[src/io_port_two_pkg.sv]
package io_port_two_pkg;
  localparam int PORT_WIDTH   = 16;
  localparam int CC_CHANNELS  = 16;
  localparam int IRQ_FIRST    = 8;   // first pin feeding a fast irq input
  localparam int IRQ_COUNT    = 8;
  localparam int T7_PIN       = 15;  // pin feeding the timer seven count
  localparam logic [15:0] DIR_RESET   = 16'h0000; // all inputs after reset
  localparam logic [15:0] OD_RESET    = 16'h0000; // push-pull after reset
  localparam logic [15:0] DATA_RESET  = 16'h0000;
  localparam logic [15:0] ALT_RESET   = 16'h0000;
  localparam logic        THRESH_RESET = 1'b0;   // 0 standard, 1 special
endpackage

[src/io_port_two.sv]
`timescale 1ns/10ps
module io_port_two #(
  parameter int WIDTH = io_port_two_pkg::PORT_WIDTH
) (
  input  wire logic                                 i_clk,
  input  wire logic                                 i_rst,
  input  wire logic [WIDTH-1:0]                     i_dir_wdata,
  input  wire logic                                 i_dir_we,
  input  wire logic [WIDTH-1:0]                     i_od_wdata,
  input  wire logic                                 i_od_we,
  input  wire logic [WIDTH-1:0]                     i_data_wdata,
  input  wire logic                                 i_data_we,
  input  wire logic [WIDTH-1:0]                     i_alt_en_wdata,
  input  wire logic                                 i_alt_en_we,
  input  wire logic                                 i_thresh_wdata,
  input  wire logic                                 i_thresh_we,
  input  wire logic [WIDTH-1:0]                     i_capcom_channel_pin_out,
  input  wire logic [WIDTH-1:0]                     i_pin_in,
  output logic      [WIDTH-1:0]                     o_pin_out,
  output logic      [WIDTH-1:0]                     o_pin_oe,
  output logic      [WIDTH-1:0]                     o_port_rdata,
  output logic      [WIDTH-1:0]                     o_dir,
  output logic      [WIDTH-1:0]                     o_od,
  output logic                                      o_thresh_special,
  output logic      [WIDTH-1:0]                     o_capcom_channel_pin_in,
  output logic      [io_port_two_pkg::IRQ_COUNT-1:0] o_fast_ext_irq_input,
  output logic                                      o_timer_seven_count_input
);
  import io_port_two_pkg::*;

  // elaboration checks: the pin map is fixed at sixteen pins
  if (WIDTH != PORT_WIDTH) begin : g_bad_width
    $error("io_port_two needs WIDTH of 16");
  end
  if (WIDTH != CC_CHANNELS) begin : g_bad_cc
    $error("io_port_two needs one channel per pin");
  end
  if (IRQ_FIRST + IRQ_COUNT > WIDTH) begin : g_bad_irq
    $error("io_port_two irq pins beyond the port");
  end
  if (T7_PIN >= WIDTH) begin : g_bad_t7
    $error("io_port_two timer pin beyond the port");
  end

  logic [WIDTH-1:0] dir_reg;
  logic [WIDTH-1:0] od_reg;
  logic [WIDTH-1:0] data_reg;
  logic [WIDTH-1:0] alt_reg;
  logic             thresh_reg;
  logic [WIDTH-1:0] pin_sync_w;
  logic [WIDTH-1:0] drive_val;
  logic [WIDTH-1:0] drive_en;
  logic [WIDTH-1:0] drive_lvl;
  logic [WIDTH-1:0] read_val;

  // pin value: compare output when the alternate select is set
  function automatic logic pin_value(input logic alt, input logic cmp,
                                     input logic latch);
    pin_value = alt ? cmp : latch;
  endfunction

  // driver enable: off for inputs, low-only for open drain
  function automatic logic pin_enable(input logic dir, input logic od,
                                      input logic val);
    if (!dir) begin
      pin_enable = 1'b0;
    end else if (od) begin
      pin_enable = ~val;
    end else begin
      pin_enable = 1'b1;
    end
  endfunction

  // pad level: open drain pins never present a one
  function automatic logic pin_level(input logic od, input logic val);
    pin_level = val & ~od;
  endfunction

  // direction bits, 1 = output
  always_ff @(posedge i_clk) begin
    if (i_rst) begin
      dir_reg <= DIR_RESET;
    end else if (i_dir_we) begin
      dir_reg <= i_dir_wdata;
    end
  end

  // open-drain select per pin
  always_ff @(posedge i_clk) begin
    if (i_rst) begin
      od_reg <= OD_RESET;
    end else if (i_od_we) begin
      od_reg <= i_od_wdata;
    end
  end

  // output latch
  always_ff @(posedge i_clk) begin
    if (i_rst) begin
      data_reg <= DATA_RESET;
    end else if (i_data_we) begin
      data_reg <= i_data_wdata;
    end
  end

  // per-pin alternate output select
  always_ff @(posedge i_clk) begin
    if (i_rst) begin
      alt_reg <= ALT_RESET;
    end else if (i_alt_en_we) begin
      alt_reg <= i_alt_en_wdata;
    end
  end

  // threshold select, passed to the pad
  always_ff @(posedge i_clk) begin
    if (i_rst) begin
      thresh_reg <= THRESH_RESET;
    end else if (i_thresh_we) begin
      thresh_reg <= i_thresh_wdata;
    end
  end

  // per-pin output value, driver enable and read value
  genvar p;
  generate
    for (p = 0; p < WIDTH; p++) begin : g_pin
      assign drive_val[p] = pin_value(alt_reg[p],
                                      i_capcom_channel_pin_out[p],
                                      data_reg[p]);
      assign drive_en[p]  = pin_enable(dir_reg[p], od_reg[p],
                                       drive_val[p]);
      assign drive_lvl[p] = pin_level(od_reg[p], drive_val[p]);
      // output pins read back the latch, inputs the synced pad
      assign read_val[p]  = dir_reg[p] ? data_reg[p] : pin_sync_w[p];
    end
  endgenerate

  // registered pad drive
  always_ff @(posedge i_clk) begin
    if (i_rst) begin
      o_pin_out <= '0;
      o_pin_oe  <= '0;
    end else begin
      o_pin_out <= drive_lvl; // od drives low only
      o_pin_oe  <= drive_en;
    end
  end

  // registered configuration mirrors
  always_ff @(posedge i_clk) begin
    if (i_rst) begin
      o_dir <= DIR_RESET;
      o_od  <= OD_RESET;
    end else begin
      o_dir <= dir_reg;
      o_od  <= od_reg;
    end
  end

  // threshold select towards the pad
  always_ff @(posedge i_clk) begin
    if (i_rst) begin
      o_thresh_special <= THRESH_RESET;
    end else begin
      o_thresh_special <= thresh_reg;
    end
  end

  pin_sync #(
    .WIDTH (WIDTH)
  ) u_sync (
    .i_clk   (i_clk),
    .i_rst   (i_rst),
    .i_async (i_pin_in),
    .o_sync  (pin_sync_w)
  );

  // read path: latch for output pins, synchronised copy for inputs
  always_ff @(posedge i_clk) begin
    if (i_rst) begin
      o_port_rdata <= '0;
    end else begin
      o_port_rdata <= read_val;
    end
  end

  // capture inputs share the same synchronised copy
  always_ff @(posedge i_clk) begin
    if (i_rst) begin
      o_capcom_channel_pin_in <= '0;
    end else begin
      o_capcom_channel_pin_in <= pin_sync_w;
    end
  end

  // fast interrupt inputs from the upper pins
  always_ff @(posedge i_clk) begin
    if (i_rst) begin
      o_fast_ext_irq_input <= '0;
    end else begin
      o_fast_ext_irq_input <= pin_sync_w[IRQ_FIRST +: IRQ_COUNT];
    end
  end

  // timer seven count input from the top pin
  always_ff @(posedge i_clk) begin
    if (i_rst) begin
      o_timer_seven_count_input <= 1'b0;
    end else begin
      o_timer_seven_count_input <= pin_sync_w[T7_PIN];
    end
  end
endmodule

[src/pin_sync.sv]
`timescale 1ns/10ps
// three-stage synchroniser; change accepted when stages two and three agree
module pin_sync #(
  parameter int WIDTH = 16
) (
  input  wire logic             i_clk,
  input  wire logic             i_rst,
  input  wire logic [WIDTH-1:0] i_async,
  output logic      [WIDTH-1:0] o_sync
);
  logic [WIDTH-1:0] meta_reg;
  logic [WIDTH-1:0] s2_reg;
  logic [WIDTH-1:0] s3_reg;

  // synchroniser chain; meta_reg read only by s2_reg
  always_ff @(posedge i_clk) begin
    if (i_rst) begin
      meta_reg <= '0;
      s2_reg   <= '0;
      s3_reg   <= '0;
    end else begin
      meta_reg <= i_async;
      s2_reg   <= meta_reg;
      s3_reg   <= s2_reg;
    end
  end

  // accept a bit only when stages two and three agree
  genvar g;
  generate
    for (g = 0; g < WIDTH; g++) begin : g_acc
      logic acc_reg;
      always_ff @(posedge i_clk) begin
        if (i_rst) begin
          acc_reg <= 1'b0;
        end else if (s2_reg[g] == s3_reg[g]) begin
          acc_reg <= s3_reg[g];
        end
      end
      assign o_sync[g] = acc_reg;
    end
  endgenerate
endmodule

[config.mk]
export PLATFORM = sky130hd
export DESIGN_NAME = io_port_two
export DESIGN_NICKNAME = d
export VERILOG_FILES = /design/src/io_port_two_pkg.sv /design/src/io_port_two.sv /design/src/pin_sync.sv
export SDC_FILE = /design/constraint.sdc
export NUM_CORES = 1
export LEC_CHECK = 0
export BUFFER_PORTS_ARGS = -buffer_cell sky130_fd_sc_hd__buf_2
export CAP_MARGIN = 20
export CORE_ASPECT_RATIO = 1.1
export CORE_MARGIN = 2
export CORE_UTILIZATION = 45
export DETAILED_ROUTE_END_ITERATION = 16
export GPL_TIMING_DRIVEN = 0
export HOLD_SLACK_MARGIN = 0.15
export PLACE_DENSITY = 0.7
export SLEW_MARGIN = 20
export SYNTH_ARGS = -nofsm -noshare
export SYNTH_HDL_FRONTEND = slang
export SYNTH_HIERARCHICAL = 1
export SYNTH_SLANG_ARGS = --single-unit
export TNS_END_PERCENT = 20
[constraint.sdc]
create_clock -name i_clk -period 1.3 [get_ports i_clk]
set_input_delay 0 -clock i_clk [delete_from_list [all_inputs] [get_ports i_clk]]
set_output_delay 0 -clock i_clk [all_outputs]
set_load 0.01 [all_outputs]
==> results.toml, run 1 <==
[status]
result_of_the_run = "finished, final reports clean"

[place]
detailedPlacementHpwl_um = 12600
globalplace.congestion = 0.823
dp.cells = 1061
detailedPlace.worstSlack_ns = 0.424
buffer_ports.inserted = 204

[cts]
cts-resized-gates = 0
cts-root-to-sink-buffers = 3
ctsRootBufferMaster = "sky130_fd_sc_hd__clkbuf_16"
clkSinkCount = 226
cts.reportedPaths.clkPinSlew_ns = 0.06
tritoncts = "yes"
worst_skew_pair.late_latency_ns = 0.50
cts_made_buffers = 23
h_tree_levels = 1

[logic_synthesis]
synth.lib_cells_used.distinct = 20
syn_area_um2 = 7550
synth-main-ff-cell = "sky130_fd_sc_hd__dfxtp_1"
postSynthAreaPerCell_um2 = 11.6
synth_top_cells_by_area = "sky130_fd_sc_hd__dfxtp_1 60%, sky130_fd_sc_hd__mux2i_1 13%, sky130_fd_sc_hd__nor2b_2 5.1%"
post_synth_most_frequent_cells = "226 x sky130_fd_sc_hd__dfxtp_1, 97 x sky130_fd_sc_hd__mux2i_1, 97 x sky130_fd_sc_hd__nor2_1"
yosysMostFrequentCell = "sky130_fd_sc_hd__dfxtp_1"
synth_top_area_cell = "sky130_fd_sc_hd__dfxtp_1"
share_of_async_settable_or_async_resettable_flops_after_synthesis_pct = 0
synth_seq_area_share_pct = 59.9
yosys_register_bits = 226
synth-edff-count = 0
synthesis.yosys.warnings = 6
synth_top_area_share_pct = 59.9
synthesis.instances = 653
net_count_of_the_mapped_netlist = 757

[setup_path]
setup.worst_path.start_class = "register"
path_max_fanout = 2
crit_path_end_kind = "register"
worst_ep_arrival_time_ns = 1.65
worst_ep_required_time_ns = 1.68
setup.worst_path.class = "register to register"

[detailed_routing]
wl_per_cell_um = 15.8
detail_route.vias_per_cell = 4.62
dr.first_iter.drc_count = 227
drt_pass1_iterations = 4
antenna_nets_post_route = 0
wl_um = 20200
detail_route.drc_violations = 0
routed-via-count = 5893

[timing]
maxSlewViolCount = 0
timing_hold_violations_final = 0
slew_headroom_pct = 73.3
grt_setup_unrepaired = "false"
fmax_mhz = 786
clock-skew-final_ns = 0.00713
worst_pin_slew_ns = 0.389
fin_crit_ns = 1.27
finalWorstSetupSlack_ns = 0.0282
fin_setup_tns_ns = 0
finalCritPeriodShare_pct = 97.8
setup_viol = 0

[finish]
area_growth_syn_to_layout_pct = 49.2
antenna-diode-count = 0
finalNetCount = 1164
layoutNonFillerInstCount = 1275
layout-drive-gt1-share_pct = 32.9
fill_cells = 1167

[global_routing]
grt_max_degree = 14
vias_in_the_first_global_route = 6140
grt_pass1_wl_um = 31200
number_of_antenna_violations_at_the_first_check_in_global_routing = 0
grt.total_usage_pct = 22.2
globalRoute.totalOverflow = 0

[die]
num_rows = 49
core_um2 = 16400
initial_core_util_pct = 46.1
boundaryPins = 210
die-width_um = 128
dieHeight_um = 140
total_die_area_um2 = 17800

[job]
number_of_maximum_capacitance_violations = 0

[hold_path]
worst_min_delay_path_class = "input port to register"

[power_and_ir_drop]
vdd_ir_drop_max_mv = 0.890
p_leak_uw = 0.00513
power.density_cell_area_nw_per_um2 = 1310
[worst paths after layout]
kind,start,endpoint,slack (ns),depth (start not counted)
min reg2reg,u_sync/meta_reg[14],u_sync/s2_reg[14],0.43,1
max reg2reg,alt_reg[6],alt_reg[6],0.03,3
max,alt_reg[6],alt_reg[6],0.03,3
min,i_alt_en_we,alt_reg[7],0.17,4
[power by group]
group | internal (uW) | switching, uW
logic | 916 | 622
clock network | 3400 | 2510
registers | 7200 | 150
[layout make-up]
cell class | count | area, um^2 | area share (%)
flip-flops and latches | 226 | 4520 | 40.1
clock inverters | 3 | 17.5 | 0.155
inverters | 16 | 60.1 | 0.533
well taps | 204 | 255 | 2.26
repair buffers | 382 | 2800 | 24.9
multi-input cells | 355 | 2460 | 21.8
clock buffers | 33 | 643 | 5.71
plain buffers | 56 | 512 | 4.54
[placed cells by master (no fill, tap or decap), types with 23 or more instances in the layout]
cell type                       instances
sky130_fd_sc_hd__nor2b_1               34
sky130_fd_sc_hd__clkbuf_16             23
sky130_fd_sc_hd__buf_4                 34
sky130_fd_sc_hd__dlygate4sd3_1        178
sky130_fd_sc_hd__nor2_1                97
sky130_fd_sc_hd__mux2i_1               97
sky130_fd_sc_hd__buf_2                205
sky130_fd_sc_hd__dfxtp_1              226
sky130_fd_sc_hd__nor2b_2               44
[kinds of logic (layout without fill, tap and decap cells)]
group	Yosys count	in the layout	share of synthesized area, %
AO/OA/AOI/OAI	48	48	4.51
buffers and inverters	72	490	7.57
flip-flops	226	226	59.9
multiplexers	97	97	12.9
AND/OR/NAND/NOR	210	210	15.2
[stage by stage]
step / area (um^2) / power (uW) / hold slack, ns / util, %
floorplan: 7550 / 8080 / 0.128 / -
global placement: 8830 / 8470 / 0.211 / 53.9
detailed placement: 8830 / 8490 / 0.213 / 53.9
CTS: 11300 / 14800 / 0.301 / 68.9
global route: 11300 / 15300 / 0.195 / 68.9
finish: 11300 / 14800 / 0.168 / 68.9
[per-layer routing]
layer | global-route usage, % | wire (um) | up-vias
met1 | 24.7 | 7970 | 2757
met2 | 41.6 | 10500 | 184
met5 | 0 | 0 | -
met3 | 3.31 | 959 | 49
li1 | - | - | 2903
met4 | 9.31 | 685 | 0
[worst max-delay path, stage by stage, from the launching register on]
cell and delay, ns:
sky130_fd_sc_hd__dfxtp_1 0.34, sky130_fd_sc_hd__mux2i_1 0.19, sky130_fd_sc_hd__dlygate4sd3_1 0.58, sky130_fd_sc_hd__nor2_1 0.05
[timing repair]
item	4_1_cts	5_1_grt
buffers inserted	0	0
setup endpoints to repair	0	1
hold endpoints to repair	225	0
hold buffers	179	0
(Power assumes the default switching activity.)
==> run 2, diff against run 1 <==
--- a/config.mk
+++ b/config.mk
@@ -14,6 +14,7 @@
 export GPL_TIMING_DRIVEN = 0
 export HOLD_SLACK_MARGIN = 0.15
 export PLACE_DENSITY = 0.7
+export RECOVER_POWER = 50
 export SLEW_MARGIN = 20
 export SYNTH_ARGS = -nofsm -noshare
 export SYNTH_HDL_FRONTEND = slang
==> results.toml, run 2 (synthesis results as in run 1) <==
[setup_path]
regToRegSetupSlack_ns = 0.04
worst_ep_arrival_time_ns = 1.64
path_cells = "mux2i_1, dlygate4sd3_1, nor2_1"
setup.worst_path.class = "register to register"
setup.worst_path.start_class = "register"
worst_ep_required_time_ns = 1.68
regToRegStartpoint = "alt_reg[6]"
path_max_fanout = 2
worst_case_reg_to_reg_path_depth = 3
crit_path_end_kind = "register"
crit_path_max_incr_delay_ns = 0.58
r2r-end = "alt_reg[6]"
slowest_stage_cell_on_the_critical_path = "sky130_fd_sc_hd__dlygate4sd3_1"

[hold_path]
worst_min_delay_path_class = "input port to register"
timing.hold.worst.start = "i_alt_en_we"
min_delay_path_depth = 4
worst_hold_path.endpoint = "alt_reg[7]"

[cts]
tritoncts = "yes"
clkSinkCount = 226
cts_made_buffers = 23
cts.reportedPaths.clkPinSlew_ns = 0.06
ctsRootBufferMaster = "sky130_fd_sc_hd__clkbuf_16"
cts-root-to-sink-buffers = 3
h_tree_levels = 1
post_cts_buffers = 0
worst_skew_pair.late_latency_ns = 0.50

[die]
initial_core_util_pct = 46.1
total_die_area_um2 = 17800
dieHeight_um = 140
core_um2 = 16400
die-width_um = 128
num_rows = 49
boundaryPins = 210

[finish]
area_growth_syn_to_layout_pct = 47.9
layoutNonFillerInstCount = 1275
most-common-layout-cells = "226 x sky130_fd_sc_hd__dfxtp_1, 178 x sky130_fd_sc_hd__dlygate4sd3_1, 178 x sky130_fd_sc_hd__buf_2"
layout-drive-gt1-share_pct = 29.6
fill_cells = 1199
finish.instance_area_um2 = 11200
final_common_cell = "sky130_fd_sc_hd__dfxtp_1"
antenna-diode-count = 0
finalNetCount = 1164

[place]
detailedPlacementHpwl_um = 12600
buffer_ports.inserted = 204
placed_cell_area_um2 = 8830
globalplace.congestion = 0.823
dp.cells = 1061

[global_routing]
grt_max_degree = 14
number_of_antenna_violations_at_the_first_check_in_global_routing = 0
grt.total_usage_pct = 22.2
grt_pass1_wl_um = 31200
vias_in_the_first_global_route = 6140
globalRoute.totalOverflow = 0

[timing]
worst_pin_slew_ns = 0.718
finalCritPeriodShare_pct = 96.9
fin_crit_ns = 1.26
timing_hold_violations_final = 0
clock-skew-final_ns = 0.00765
maxSlewViolCount = 0
fmax_mhz = 794
grt_setup_unrepaired = "false"
setup_viol = 0
fin_setup_tns_ns = 0
slew_headroom_pct = 52.1

[power_and_ir_drop]
p_sw_share_pct = 22.2
total_power_uw = 14800
intPower_uw = 11500
power.density_cell_area_nw_per_um2 = 1320
vdd_ir_drop_max_mv = 0.884
sequentialPowerShare_pct = 49.8
switching_power_uw = 3280
combPwrFrac_pct = 10.2
p_leak_uw = 0.00498
clock_power_share_pct = 40.0

[detailed_routing]
routed-via-count = 5875
wl_per_cell_um = 15.8
detail_route.drc_violations = 0
drt_pass1_iterations = 4
detail_route.vias_per_cell = 4.61
wl_um = 20200
dr.first_iter.drc_count = 234
antenna_nets_post_route = 0

[status]
result_of_the_run = "finished, final reports clean"

[job]
number_of_maximum_capacitance_violations = 0
[run 2: changes by cell type in the layout (fill, tap and decap cells not counted), moves of 2 or more]
cell	before	now
sky130_fd_sc_hd__buf_2	205	178
sky130_fd_sc_hd__buf_4	34	30
sky130_fd_sc_hd__buf_6	13	10
sky130_fd_sc_hd__clkbuf_1	7	39
sky130_fd_sc_hd__clkbuf_2	2	6
sky130_fd_sc_hd__nor2b_1	34	36
sky130_fd_sc_hd__nor2b_2	44	42
[run 2: layer usage]
layer	global-route usage, %	share of wire (%)
met1	24.7	39
met2	41.6	52
met3	3.31	5.1
met4	9.31	3.4
met5	0	0
[run 2: power groups by stage]
stage / clock network (uW) / registers (uW) / logic (uW)
6_report: 5910 / 7350 / 1500
5_1_grt: 6280 / 7380 / 1610
4_1_cts: 6000 / 7340 / 1500
3_5_place_dp: 0 / 7490 / 997
3_3_place_gp: 0 / 7490 / 986
2_1_floorplan: 0 / 7510 / 575
[run 2: how the worst max path moves through the flow]
stage | from | to | slack, ns
after floorplan | alt_reg[12] | o_pin_oe[12] | 0.48
after global placement | alt_reg[12] | o_pin_oe[12] | 0.43
after detailed placement | alt_reg[12] | o_pin_oe[12] | 0.42
after CTS | i_rst | u_sync/meta_reg[13] | 0.07
after global routing | alt_reg[6] | alt_reg[6] | 0.008
final | alt_reg[6] | alt_reg[6] | 0.04
[run 2: per-stage QoR]
| stage | hold slack, ns | utilization, % | worst slack [ns] |
|---|---|---|---|
| final | 0.171 | 68.2 | 0.0403 |
| after global routing | 0.195 | 68.2 | 0.00825 |
| after CTS | 0.301 | 68.9 | 0.0748 |
| after detailed placement | 0.213 | 53.9 | 0.424 |
| after global placement | 0.211 | 53.9 | 0.429 |
| after floorplan | 0.128 | - | 0.480 |
[run 2: layout make-up]
| class | instances | area, um^2 | area share [%] |
|---|---|---|---|
| repair buffers | 382 | 2770 | 24.8 |
| flip-flops and latches | 226 | 4520 | 40.5 |
| multi-input cells | 355 | 2450 | 21.9 |
| clock inverters | 3 | 17.5 | 0.157 |
| clock buffers | 33 | 643 | 5.76 |
| well taps | 204 | 255 | 2.29 |
| plain buffers | 56 | 450 | 4.03 |
| inverters | 16 | 60.1 | 0.538 |
[run 2: what timing repair did]
| item | in CTS | in global routing |
|---|---|---|
| resized for setup | 0 | 0 |
| endpoints found under the hold margin | 225 | 0 |
| endpoints found under the setup margin | 0 | 1 |
| hold buffers | 179 | 0 |
[run 2: critical path: cells and delay by family (launching register included)]
kind	cells	cell delay, ns
buf+inv	1	0.58
flops	1	0.34
mux	1	0.18
simple gates	1	0.05
==> run 3, diff against run 2 <==
--- a/config.mk
+++ b/config.mk
@@ -5,6 +5,7 @@
 export SDC_FILE = /design/constraint.sdc
 export NUM_CORES = 1
 export LEC_CHECK = 0
+export ABC_AREA = 1
 export BUFFER_PORTS_ARGS = -buffer_cell sky130_fd_sc_hd__buf_2
 export CAP_MARGIN = 20
 export CORE_ASPECT_RATIO = 1.1
@@ -13,7 +14,7 @@
 export DETAILED_ROUTE_END_ITERATION = 16
 export GPL_TIMING_DRIVEN = 0
 export HOLD_SLACK_MARGIN = 0.15
-export PLACE_DENSITY = 0.7
+export PLACE_DENSITY = 0.71
 export RECOVER_POWER = 50
 export SLEW_MARGIN = 20
 export SYNTH_ARGS = -nofsm -noshare
==> results.toml, run 3 <==
[status]
result_of_the_run = "finished, violations left"
violations_in_the_final_reports = "negative setup slack"

[detailed_routing]
wl_um = 22400
dr.first_iter.drc_count = 425
detail_route.drc_violations = 0
drt_pass1_iterations = 4
routed-via-count = 7113
detail_route.vias_per_cell = 4.63
antenna_nets_post_route = 0
wl_per_cell_um = 14.6

[die]
num_rows = 49
total_die_area_um2 = 17600
dieHeight_um = 139
boundaryPins = 210
initial_core_util_pct = 45.8
die-width_um = 127
core_um2 = 16200

[global_routing]
grt_pass1_wl_um = 35000
grt.total_usage_pct = 25.0
grt_max_degree = 15
vias_in_the_first_global_route = 6978
number_of_antenna_violations_at_the_first_check_in_global_routing = 1
use_met3_pct = 4.13
grt_util_met2_pct = 44.7
globalRoute.busiestLayer = "met2"
globalRoute.totalOverflow = 0
grt.met1_usage_pct = 27.4

[setup_path]
crit_path_end_kind = "register"
regToRegSetupSlack_ns = -0.06
r2r-end = "data_reg[4]"
worst_ep_required_time_ns = 1.69
regToRegStartpoint = "data_reg[4]"
worst_case_reg_to_reg_path_depth = 3
worst_ep_arrival_time_ns = 1.75
path_max_fanout = 3
setup.worst_path.class = "register to register"
setup.worst_path.start_class = "register"

[finish]
most-common-layout-cells = "241 x sky130_fd_sc_hd__nor2_1, 225 x sky130_fd_sc_hd__dfxtp_1, 203 x sky130_fd_sc_hd__buf_2"
fill_cells = 1227
final_common_cell = "sky130_fd_sc_hd__nor2_1"
area_growth_syn_to_layout_pct = 52.9
finalNetCount = 1423
layout-drive-gt1-share_pct = 20.4
finalCoreUtilization_pct = 70.0
finish.instance_area_um2 = 11400
layoutNonFillerInstCount = 1536

[power_and_ir_drop]
total_power_uw = 15400
power.density_cell_area_nw_per_um2 = 1350
switching_power_uw = 3520
clock_power_share_pct = 41.0
sequentialPowerShare_pct = 48.5
combPwrFrac_pct = 10.4
p_leak_uw = 0.00559
intPower_uw = 11800
p_sw_share_pct = 22.9
vdd_ir_drop_max_mv = 0.834

[timing]
timing_hold_violations_final = 0
grt_setup_unrepaired = "true"
finalWorstSetupSlack_ns = -0.0551
worst_pin_slew_ns = 0.656
clock-skew-final_ns = 0.00733
finalCritPeriodShare_pct = 104
fin_crit_ns = 1.36
setup_viol = 1
slew_headroom_pct = 56.3
maxSlewViolCount = 0
fmax_mhz = 738

[hold_path]
worst_min_delay_path_class = "input port to register"
worst_hold_path.endpoint = "o_capcom_channel_pin_in[4]"
min_delay_path_depth = 4
timing.hold.worst.start = "i_rst"

[cts]
cts.reportedPaths.clkPinSlew_ns = 0.06
tritoncts = "yes"
ctsRootBufferMaster = "sky130_fd_sc_hd__clkbuf_16"
cts_made_buffers = 22
cts-root-to-sink-buffers = 3
h_tree_levels = 1
clkSinkCount = 226
worst_skew_pair.late_latency_ns = 0.50

[logic_synthesis]
syn_area_um2 = 7440
synth-edff-count = 0
synth_seq_area_share_pct = 60.8
post_synth_most_frequent_cells = "241 x sky130_fd_sc_hd__nor2_1, 226 x sky130_fd_sc_hd__dfxtp_1, 134 x sky130_fd_sc_hd__inv_1"
synthesis.instances = 884
net_count_of_the_mapped_netlist = 988
synthesis.yosys.warnings = 6
yosys_register_bits = 226
share_of_async_settable_or_async_resettable_flops_after_synthesis_pct = 0
yosysMostFrequentCell = "sky130_fd_sc_hd__nor2_1"
synth.lib_cells_used.distinct = 16
synth_top_cells_by_area = "sky130_fd_sc_hd__dfxtp_1 61%, sky130_fd_sc_hd__nor2_1 12%, sky130_fd_sc_hd__inv_1 6.8%"
synth_top_area_cell = "sky130_fd_sc_hd__dfxtp_1"
synth_top_area_share_pct = 60.8
postSynthAreaPerCell_um2 = 8.41
synth-main-ff-cell = "sky130_fd_sc_hd__dfxtp_1"

[place]
buffer_ports.inserted = 209
placed_cell_area_um2 = 8740
detailedPlacementHpwl_um = 13500
detailedPlace.worstSlack_ns = 0.174
globalplace.congestion = 0.840
dp.cells = 1297

[job]
number_of_maximum_capacitance_violations = 0
==> run 3: metal layers <==
| layer | part of all wire, % | routed length, um |
|---|---|---|
| met1 | 38 | 8620 |
| met2 | 50 | 11100 |
| met3 | 5.7 | 1280 |
| met4 | 6.2 | 1400 |
| met5 | 0 | 0 |
==> run 3: critical path, cell delays in order (launching register included) <==
cell and delay, ns:
sky130_fd_sc_hd__dfxtp_2 0.36, sky130_fd_sc_hd__o21ai_0 0.09, sky130_fd_sc_hd__dlygate4sd3_1 0.59, sky130_fd_sc_hd__nor2_1 0.21
==> run 3: cell type report <==
cell class | instances | area [um^2] | share of cell area, %
sequential | 226 | 4530 | 39.8
timing repair buffer | 411 | 3050 | 26.8
multi-input combinational | 467 | 1960 | 17.2
clock buffer | 32 | 669 | 5.88
inverter | 136 | 513 | 4.51
buffer | 55 | 355 | 3.12
tap | 204 | 255 | 2.24
clock inverter | 4 | 48.8 | 0.429
antenna | 1 | 2.50 | 0.0220
==> run 3: logic make-up after synthesis <==
family / share of synthesized area, %
DFF: 60.8
AOI/OAI and AO/OA: 10.6
and+or+nand+nor: 16.2
buffers and inverters: 12.3
==> run 3: power groups by stage <==
stage	Sequential [uW]	Clock (uW)	Combinational, uW
after floorplan	7610	0	529
after global placement	7580	0	1020
after detailed placement	7590	0	1040
after CTS	7440	6380	1560
after global routing	7480	6670	1750
final	7450	6300	1600
==> run 3: stage by stage <==
step / setup TNS [ns] / hold slack (ns)
floorplan: 0 / 0.0912
global placement: 0 / 0.205
detailed placement: 0 / 0.205
CTS: 0 / 0.154
global route: -0.00677 / 0.193
finish: -0.0551 / 0.177
==> run 3: how the worst max path moves through the flow <==
stage	slack [ns]	endpoint	startpoint	cells after the start
floorplan	0.59	o_port_rdata[0]	u_sync/g_acc[0].acc_reg	3
global placement	0.20	o_od[1]	i_rst	4
detailed placement	0.17	o_od[7]	i_rst	4
CTS	0.07	u_sync/meta_reg[14]	i_rst	5
global route	-0.006	data_reg[4]	data_reg[4]	3
finish	-0.06	data_reg[4]	data_reg[4]	3
==> run 3: what timing repair did <==
| action | in CTS | in global routing |
|---|---|---|
| setup endpoints to repair | 0 | 13 |
| gates resized for setup | 0 | 14 |
| buffers inserted | 0 | 0 |
| hold buffers | 202 | 0 |
| endpoints found under the hold margin | 165 | 0 |
